## src/hw/dpd_pkg.sv

```systemverilog
// package for the dram power-down control block
// assumes a 50 MHz core clock sampling the memory command pins
package dpd_pkg;
  localparam int CLK_PERIOD_NS = 20;
  localparam int CMD_W = 4;
  // command code {cs_n, ras_n, cas_n, we_n}
  localparam logic [3:0] CMD_NOP = 4'h7;
  localparam logic [3:0] CMD_ACT = 4'h3;
  localparam logic [3:0] CMD_PRE = 4'h2;
  localparam logic [3:0] CMD_REF = 4'h1;
  localparam logic [3:0] CMD_MRS = 4'h0;
  localparam int PRE_ALL_BIT = 10;
  // entry to receiver shut-off delay
  localparam int T_CPDED_NS = 40;
  localparam int CPDED_CYC =
    (T_CPDED_NS + CLK_PERIOD_NS - 1) / CLK_PERIOD_NS;
  localparam int BANKS = 8;
  typedef enum logic [2:0] {
    DPD_IDLE, DPD_ENTER, DPD_ACTIVE_PD, DPD_PRE_PD_FAST,
    DPD_PRE_PD_SLOW, DPD_RESET
  } dpd_state_t;
endpackage : dpd_pkg

```

## src/hw/dpd_ctrl.sv

```systemverilog
// device-side power-down controller for a double-data-rate dram
// assumes all pins come from the controller, asynchronous to sys_clk_in
//
// Notes on behaviour
// enter on cke low with nop/deselect
// controller avoids cke low during busy ops
// accept entry while row ops still finish
// controller resets dll after unlocked entry
// banks closed precharge pd, else active pd
// disable buffers except clock, odt, cke, reset
// controller holds nop until tcpded expires
// slow exit dll off, fast exit keeps on
// slow exit waits txpdll for dll users
// controller keeps cke low, reset high
// reset during power-down forces reset state
// controller holds cke low for tcke
// controller bounds power-down to nine trefi
// exit on cke high with nop/deselect
// fast exit allows any command after txp
// controller waits tpd before exit
// refresh between exits waits txp, txpdll
// no second entry within trfc window
// controller enters with dll locked preferably
`timescale 1ns/100ps
module dpd_ctrl
  import dpd_pkg::*;
#(
  parameter int BUSY_CYC = 4
)(
  input wire logic sys_clk_in,
  input wire logic reset_n_in,
  input wire logic mem_reset_n_in,
  input wire logic cke_in,
  input wire logic [dpd_pkg::CMD_W-1:0] cmd_in,
  input wire logic addr_a10_in,
  input wire logic [2:0] bank_in,
  input wire logic slow_exit_sel_in,
  output logic power_down_out,
  output logic active_pd_out,
  output logic precharge_pd_out,
  output logic dll_on_out,
  output logic buffers_on_out,
  output logic cmd_rx_on_out,
  output logic internal_busy_out,
  output logic in_reset_out
);
  import dpd_pkg::*;

  //////////////////////////////////////////////////////////////////////////
  // pin synchronisers
  logic [1:0] rst_s;
  logic [1:0] cke_s;
  logic [CMD_W-1:0] cmd_m;
  logic [CMD_W-1:0] cmd_s;
  logic [1:0] a10_s;
  logic [2:0] bank_m;
  logic [2:0] bank_s;
  logic [1:0] sel_s;

  always_ff @(posedge sys_clk_in or negedge reset_n_in)
  begin
    if (!reset_n_in)
    begin
      rst_s <= 2'h0;
      cke_s <= 2'h0;
      cmd_m <= CMD_NOP;
      cmd_s <= CMD_NOP;
      a10_s <= 2'h0;
      bank_m <= 3'h0;
      bank_s <= 3'h0;
      sel_s <= 2'h0;
    end
    else
    begin
      rst_s <= {rst_s[0], mem_reset_n_in};
      cke_s <= {cke_s[0], cke_in};
      cmd_m <= cmd_in;
      cmd_s <= cmd_m;
      a10_s <= {a10_s[0], addr_a10_in};
      bank_m <= bank_in;
      bank_s <= bank_m;
      sel_s <= {sel_s[0], slow_exit_sel_in};
    end
  end

  logic cke;
  logic nop_cmd;
  assign cke = cke_s[1];
  assign nop_cmd = (cmd_s == CMD_NOP) || cmd_s[3];

  //////////////////////////////////////////////////////////////////////////
  // bank tracking, only while command receivers are live
  logic [BANKS-1:0] open_banks;
  logic [3:0] busy_cnt;
  dpd_state_t state;
  logic cmd_ok;
  assign cmd_ok = cke && (state == DPD_IDLE);

  always_ff @(posedge sys_clk_in or negedge reset_n_in)
  begin
    if (!reset_n_in)
      open_banks <= '0;
    else if (!rst_s[1])
      open_banks <= '0;
    else if (cmd_ok && !cmd_s[3])
    begin
      if (cmd_s == CMD_ACT)
        open_banks[bank_s] <= 1'b1;
      else if (cmd_s == CMD_PRE && a10_s[1])
        open_banks <= '0;
      else if (cmd_s == CMD_PRE)
        open_banks[bank_s] <= 1'b0;
    end
  end

  // row, precharge and refresh work keeps running past entry
  always_ff @(posedge sys_clk_in or negedge reset_n_in)
  begin
    if (!reset_n_in)
      busy_cnt <= 4'h0;
    else if (!rst_s[1])
      busy_cnt <= 4'h0;
    else if (cmd_ok && !cmd_s[3] && (cmd_s == CMD_ACT ||
             cmd_s == CMD_PRE || cmd_s == CMD_REF))
      busy_cnt <= 4'(BUSY_CYC);
    else if (busy_cnt != 4'h0)
      busy_cnt <= busy_cnt - 4'h1;
  end

  //////////////////////////////////////////////////////////////////////////
  // power-down state machine
  logic [2:0] cpded_cnt;
  dpd_state_t next_state;

  always_comb
  begin
    next_state = state;
    unique case (state)
      DPD_RESET:
        if (rst_s[1])
          next_state = DPD_IDLE;
      DPD_IDLE:
        if (!cke && nop_cmd)
          next_state = DPD_ENTER;
      DPD_ENTER:
        if (cke && nop_cmd)
          next_state = DPD_IDLE;
        else if (busy_cnt == 4'h0)
        begin
          if (open_banks != '0)
            next_state = DPD_ACTIVE_PD;
          else if (sel_s[1])
            next_state = DPD_PRE_PD_FAST;
          else
            next_state = DPD_PRE_PD_SLOW;
        end
      DPD_ACTIVE_PD, DPD_PRE_PD_FAST, DPD_PRE_PD_SLOW:
        if (cke && nop_cmd)
          next_state = DPD_IDLE;
      default:
        next_state = DPD_RESET;
    endcase
    if (!rst_s[1])
      next_state = DPD_RESET;
  end

  always_ff @(posedge sys_clk_in or negedge reset_n_in)
  begin
    if (!reset_n_in)
      state <= DPD_RESET;
    else
      state <= next_state;
  end

  // receivers drop after the shut-off delay on entry, and at once when memory reset forces the reset state
  always_ff @(posedge sys_clk_in or negedge reset_n_in)
  begin
    if (!reset_n_in)
      cpded_cnt <= 3'h0;
    else if (state == DPD_IDLE || state == DPD_RESET)
      cpded_cnt <= 3'(CPDED_CYC);
    else if (cpded_cnt != 3'h0)
      cpded_cnt <= cpded_cnt - 3'h1;
  end

  //////////////////////////////////////////////////////////////////////////
  // registered outputs
  always_ff @(posedge sys_clk_in or negedge reset_n_in)
  begin
    if (!reset_n_in)
    begin
      power_down_out <= 1'b0;
      active_pd_out <= 1'b0;
      precharge_pd_out <= 1'b0;
      dll_on_out <= 1'b0;
      buffers_on_out <= 1'b0;
      cmd_rx_on_out <= 1'b0;
      internal_busy_out <= 1'b0;
      in_reset_out <= 1'b1;
    end
    else
    begin
      power_down_out <= next_state != DPD_IDLE &&
                        next_state != DPD_RESET;
      active_pd_out <= next_state == DPD_ACTIVE_PD;
      precharge_pd_out <= next_state == DPD_PRE_PD_FAST ||
                          next_state == DPD_PRE_PD_SLOW;
      dll_on_out <= next_state != DPD_PRE_PD_SLOW &&
                    next_state != DPD_RESET;
      buffers_on_out <= next_state == DPD_IDLE;
      cmd_rx_on_out <= next_state == DPD_IDLE ||
                       (next_state != DPD_RESET &&
                        cpded_cnt > 3'h1);
      internal_busy_out <= busy_cnt != 4'h0;
      in_reset_out <= next_state == DPD_RESET;
    end
  end
endmodule : dpd_ctrl

```

## config.mk

```make
export PLATFORM = sky130hd
export DESIGN_NAME = dpd_ctrl
export DESIGN_NICKNAME = d
export VERILOG_FILES = /design/src/hw/dpd_pkg.sv /design/src/hw/dpd_ctrl.sv
export SDC_FILE = /design/constraint.sdc
export NUM_CORES = 1
export LEC_CHECK = 0
export ABC_AREA = 1
export BUFFER_PORTS_ARGS = -buffer_cell sky130_fd_sc_hd__clkbuf_2
export CORE_UTILIZATION = 30
export CTS_BUF_LIST = sky130_fd_sc_hd__clkbuf_8
export DETAILED_ROUTE_END_ITERATION = 12
export HOLD_SLACK_MARGIN = 0.05
export SETUP_SLACK_MARGIN = 0.3
export SLEW_MARGIN = 40
export SYNTH_ARGS = -nofsm -noshare
export SYNTH_HDL_FRONTEND = slang
export SYNTH_SLANG_ARGS = --single-unit
```

## constraint.sdc

```tcl
create_clock -name sys_clk_in -period 1.55 [get_ports sys_clk_in]
set_input_delay 0.155 -clock sys_clk_in [delete_from_list [all_inputs] [get_ports sys_clk_in]]
set_output_delay 0.155 -clock sys_clk_in [all_outputs]
set_load 0.005 [all_outputs]
```

# --- Word-level counts from Yosys, hierarchy flattened ---
# Index checks and enable logic that the tools add are counted.
classes:
  n_addsub: 2
  magnitude_cmp: 3
  n_eq_ne: 18
  muxes: 20
  n_bitwise: 3
  n_reduce_logical: 28
ops:
  columns: ["operator", "n"]
  rows:
  - ["8-bit two-way mux", 5]
  - ["3-bit two-way mux", 9]
  - ["3-bit by 2-bit equality test with 1-bit output (second input constant)", 4]
  - ["3-bit equality test (second input constant)", 4]
  - ["4-bit two-way mux", 3]
  - ["3-bit one-hot mux with 4 select lines", 1]
  - ["1-bit logical AND", 10]
  - ["8-bit bitwise AND", 1]
  - ["4-bit by 2-bit equality test with 1-bit output (second input constant)", 2]
  - ["8-bit inverter", 1]
  - ["8-bit OR", 1]
  - ["8-bit nonzero test", 1]
  - ["3-bit zero test", 2]
  - ["1-bit logical OR", 6]
  - ["3-bit inequality test (second input constant)", 2]
  - ["3-bit nonzero test", 2]
  - ["4-bit by 1-bit equality test with 1-bit output (second input constant)", 1]
  - ["4-bit by 3-bit equality test with 1-bit output (second input constant)", 1]
  - ["4-bit zero test", 1]
  - ["3-bit by 4-bit less-than comparator with 1-bit output (second input constant)", 1]
  - ["4-bit by 1-bit inequality test with 1-bit output (second input constant)", 1]
  - ["4-bit nonzero test", 1]
  - ["4-bit by 1-bit subtractor with 4-bit output (second input constant)", 1]
  - ["1-bit demux with 3-bit select", 1]
  - ["other kinds (11)", 12]
totals:
  reg_bits: 48
  inputBits: 13
  out_inout_bits: 8
  wordCells: 94

# --- Logic depth before layout (Yosys ltp) ---
depth:
  depth_word: 11
  ltp_mapped: 13
  depth_no_buf: 13

# --- Worst setup path before layout ---
# OpenSTA, ideal clock, no wires.
synth_path:
  kind: "register to register"
  startpoint: "reg busy_cnt[0]"
  endpoint: "reg cmd_rx_on_out"
  setup_time_ps: 120
  arrival_ps: 1291
  required_ps: 1430
  slack_ps: 139
  stages_incl_launch_ff: 12
  n_path_buf: 0
  cell_sequence: "dfrtp_1 -> inv_1 -> ha_1 -> nand2_4 -> inv_2 -> o21ai_2 -> nand2_1 -> nand2_1 -> a21oi_2 -> nor2_2 -> nand2_2 -> nand2_1"
synth_via:
  elab_chain_len: 8
  word_cells_on_any_way: 9
  classes_between: "eq/ne (1); mux (4); reduce/logical (4)"
synth_lines:
  columns: ["element", "line", "rtl"]
  rows:
  - ["from (decl)", "dpd_ctrl.sv:94", "logic [3:0] busy_cnt;"]
  - ["from (signal assigned)", "dpd_ctrl.sv:125", "busy_cnt <= 4'(BUSY_CYC);"]
  - ["from (signal assigned)", "dpd_ctrl.sv:127", "busy_cnt <= busy_cnt - 4'h1;"]
  - ["4-bit zero test (*)", "dpd_ctrl.sv:148", "else if (busy_cnt == 4'h0)"]
  - ["3-bit two-way mux (*)", "dpd_ctrl.sv:148", null]
  - ["3-bit two-way mux (*)", "dpd_ctrl.sv:146", "if (cke && nop_cmd)"]
  - ["3-bit one-hot mux with 4 select lines (*)", "dpd_ctrl.sv:138", "unique case (state)"]
  - ["3-bit two-way mux (*)", "dpd_ctrl.sv:163", "if (!rst_s[1])"]
  - ["named net next_state[1]", "dpd_ctrl.sv:133", "dpd_state_t next_state;"]
  - ["3-bit inequality test", "dpd_ctrl.sv:212", "(next_state != DPD_RESET &&"]
  - ["1-bit logical AND", "dpd_ctrl.sv:212", null]
  - ["1-bit logical OR (*)", "dpd_ctrl.sv:211", "cmd_rx_on_out <= next_state == DPD_IDLE ||"]
  - ["to (signal assigned)", "dpd_ctrl.sv:211", null]
  - ["to (decl)", "dpd_ctrl.sv:43", "output logic cmd_rx_on_out,"]
# The timed path passes the listed nets; every way through them passes the cells marked *.
# A chain may end at the register's enable or synchronous reset.

# --- Worst setup path in the final report ---
layout_path:
  startpoint: "reg state[0]"
  endpoint: "reg cmd_rx_on_out"
layout_via:
  elab_chain_len: 7
  word_cells_on_any_way: 17
  classes_between: "eq/ne (6); mux (6); reduce/logical (5)"
layout_lines:
  columns: ["element", "line", "rtl"]
  rows:
  - ["from (decl)", "dpd_ctrl.sv:95", "dpd_state_t state;"]
  - ["from (signal assigned)", "dpd_ctrl.sv:172", "state <= next_state;"]
  - ["3-bit by 2-bit equality test with 1-bit output (tied with other cells)", "dpd_ctrl.sv:138", null]
  - ["3-bit OR reduction / 3-bit two-way mux (equally long branches)", "dpd_ctrl.sv:138, dpd_ctrl.sv:146", null]
  - ["3-bit one-hot mux with 4 select lines (*)", "dpd_ctrl.sv:138", null]
  - ["3-bit two-way mux (*)", "dpd_ctrl.sv:163", null]
  - ["named net next_state[0]", "dpd_ctrl.sv:133", null]
  - ["3-bit inequality test", "dpd_ctrl.sv:212", null]
  - ["1-bit logical AND", "dpd_ctrl.sv:212", null]
  - ["1-bit logical OR (*)", "dpd_ctrl.sv:211", null]
# Marks and branches as above.

==> flow_metrics.env <==
export IMPL_die_h_um=83.7
export IMPL_period_share=0.950
export IMPL_clock_path_buffers=2
export IMPL_place_congestion=0.777
export IMPL_status="finished clean"
export IMPL_dieWidth_um=83.7
export IMPL_synth_area_leader_cell="dfrtp_1"
export IMPL_leakagePower_nw=1.41
export IMPL_period_needed_ns=1.47
export IMPL_grt_usage=0.116
export IMPL_start_util=0.314
export IMPL_post_dp_cell_area_sq_um=2240
export IMPL_drive_gt1_frac=0.469
export IMPL_timing_final_ws_setup_ns=0.0779
export IMPL_antenna_found_initial=0
export IMPL_antenna_left=0
export IMPL_p_seq_frac=0.374
export IMPL_dpl_cell_count=301
export IMPL_die_area_sq_um=7010
export IMPL_yosysUniqueCellTypes=28
export IMPL_cp_max_fo=4
export IMPL_gr_total_overflow=0
export IMPL_grt_pass1_wl_um=6510
export IMPL_cts_root_buf="clkbuf_8"
export IMPL_cts_tree="done"
export IMPL_layout_common_cells="dfrtp_1 (37), nand2_1 (27), inv_1 (22)"
export IMPL_grt_max_degree=49
export IMPL_wl_per_cell_um=11.1
export IMPL_worst_path_buf_inv=2
export IMPL_yosys_top_cells_area="dfrtp_1 (49%), dfstp_2 (12%), nand2_1 (7.1%)"
export IMPL_worst_slew_pin_slew_ns=0.309
export IMPL_p_int_w=0.00292
export IMPL_rows=29
export IMPL_critical_path_top_delay_family="simple AND/OR/NAND/NOR gates"
export IMPL_fin_cells=350
export IMPL_syn_inst=203
export IMPL_drc=0
export IMPL_nFillCells=574
export IMPL_final_area_sq_um=2970
export IMPL_viasPerCell=4.44
export IMPL_portBuffers=20
export IMPL_multi_input_area_sq_um=868
export IMPL_ys_seq_area_frac=0.605
export IMPL_numCtsBuffers=5
export IMPL_cp_start_kind="register"
export IMPL_clk_latency_ns=0.30
export IMPL_seqCellArea_sq_um=1210
export IMPL_p_switching_w=0.00118
export IMPL_path_cells="buf_6, nor2_4, nand2_1, nor3_2, nor2_2, nand2_4, inv_2, nand2_2, nand2_1"
export IMPL_slew_violations=0
export IMPL_slowest_stage="dfstp_2"
export IMPL_finalPower_w=0.00410
export IMPL_core_area_sq_um=6390
export IMPL_slowest_delay_ns=0.57
export IMPL_hold_viol_final=0
export IMPL_grt_pass1_vias=1546
export IMPL_yosys_register_bits=48
export IMPL_drt_total_wl_um=3890
export IMPL_crit_arrival_ns=1.71
export IMPL_drv_cap=0
export IMPL_critPathRequiredTime_ns=1.79
export IMPL_first_iter_violations=67
export IMPL_place_ws_ns=0.102
export IMPL_skew_ns=0.00892
export IMPL_path_class="register to register"
export IMPL_synthesis_nets=221
export IMPL_cts_htree_levels=2
export IMPL_drt_pass1_iterations=4
export IMPL_synth_top_area_frac=0.487
export IMPL_ir_drop_mv=0.701
export IMPL_ioPinCount=21
export IMPL_postSynthAreaPerCell_sq_um=9.87
export IMPL_yosys_warnings=0
export IMPL_setup_viol=0
export IMPL_dp_hpwl_um=2220
export IMPL_rsz0062_at_grt="yes"
export IMPL_power_frac_clock=0.296
export IMPL_syn_to_final_growth_pct=48.0
export IMPL_worstSetupEndpointType="register"
export IMPL_antenna_cells=0
export IMPL_power_frac_comb=0.330
export IMPL_fin_nets=290
export IMPL_synth_area_sq_um=2000
export IMPL_hold_class="register to register"
export IMPL_final_common_cell="dfrtp_1"
export IMPL_path_common_cell="nand2_1"
export IMPL_clock_sinks=48
export IMPL_max_freq_ghz=0.679
export IMPL_p_sw_frac=0.288
export IMPL_p_per_area_nw_per_um2=1380
export IMPL_clk_pin_slew_worst_paths_ns=0.08
export IMPL_slew_headroom=0.793
export IMPL_vias=1553
[registers in the layout, summed over array words and instances (netlist names)]
register / cells
dll_on_out: 1
buffers_on_out: 1
bank_s: 3
open_banks: 8
state: 3
precharge_pd_out: 1
busy_cnt: 4
cke_s: 2
sel_s: 2
internal_busy_out: 1
power_down_out: 1
a10_s: 2
bank_m: 3
cmd_s: 4
rst_s: 2
active_pd_out: 1
cmd_m: 4
cpded_cnt: 3
in_reset_out: 1
cmd_rx_on_out: 1
[power groups by stage]
stage	combinational [W]	clock [W]	sequential (W)
2_1_floorplan	0.000603	0	0.00155
3_3_place_gp	0.000806	0	0.00156
3_5_place_dp	0.000808	0	0.00156
4_1_cts	0.00107	0.00124	0.00153
5_1_grt	0.00151	0.00129	0.00156
6_report	0.00135	0.00121	0.00153
[path summary, 6_finish.rpt]
| check | from | endpoint | slack [ns] | cells past startpoint |
|---|---|---|---|---|
| setup reg to reg | state[0] | cmd_rx_on_out | 0.08 | 9 |
| max in group asynchronous | reset_n_in | in_reset_out | 0.90 | 3 |
| hold / removal | bank_m[0] | bank_s[0] | 0.35 | 0 |
| min in group asynchronous | reset_n_in | open_banks[0] | 0.36 | 3 |
| hold reg to reg | bank_m[0] | bank_s[0] | 0.35 | 0 |
| setup / recovery | state[0] | cmd_rx_on_out | 0.08 | 9 |
[layout make-up]
cell class                      count  area share
Tap cell                           77      0.0325
Multi-Input combinational cell    121       0.293
Inverter                           34      0.0447
Clock buffer                        5      0.0232
Timing Repair Buffer               62       0.167
Sequential cell                    48       0.410
Clock inverter                      3      0.0304
[metrics by stage]
step	TNS (ns)	hold slack, ns	util
floorplan	0	-0.141	-
global placement	0	0.160	0.351
detailed placement	0	0.160	0.351
CTS	0	0.354	0.429
global route	-0.0768	0.362	0.465
finish	0	0.353	0.465
[worst register-to-register path, stage by stage (launching register included)]
cell and delay (ns):
dfstp_2 0.57, buf_6 0.11, nor2_4 0.04, nand2_1 0.11
nor3_2 0.06, nor2_2 0.23, nand2_4 0.10, inv_2 0.08
nand2_2 0.06, nand2_1 0.05
[logic make-up (layout without fill, tap and decap cells)]
group	count (synthesis)	after routing	share of synthesized area
buffers and inverters	34	104	0.0637
XOR/XNOR	3	3	0.0131
adder cells (fa/ha/maj)	5	5	0.0312
AND/OR/NAND/NOR	82	82	0.192
flip-flops	48	48	0.605
AO/OA/AOI/OAI	31	31	0.0949
[repair_timing]
item	CTS	global route
endpoints found under the hold margin	50	0
buffers inserted	17	12
gates resized for setup	28	33
pin swaps	13	20
hold buffers	12	0
endpoints found under the setup margin	19	22
[routing by layer]
metal,up-vias,share of wire,track usage
li1,792,-,-
met1,725,0.46,0.137
met2,28,0.49,0.201
met3,8,0.025,0.0188
met4,0,0.022,0.0616
met5,-,0,0
[cell usage after synthesis]
cell,n
nand2_1,38
nor2_4,1
a21oi_1,6
nand2b_1,1
nand4_2,1
xor2_1,2
dfrtp_1,39
or2_2,1
nand3_2,1
o21ai_0,8
nand2_2,3
ha_1,5
nand3_1,11
a31oi_1,4
nand2_4,1
inv_1,27
o32ai_1,2
nor2_1,13
a21oi_2,2
inv_2,7
nor3_1,5
o21ai_2,2
xnor2_1,1
nand4_1,1
dfstp_2,9
o22ai_1,6
o21ai_1,1
nor2_2,5
Note: power is estimated with default switching activity, not from simulation.
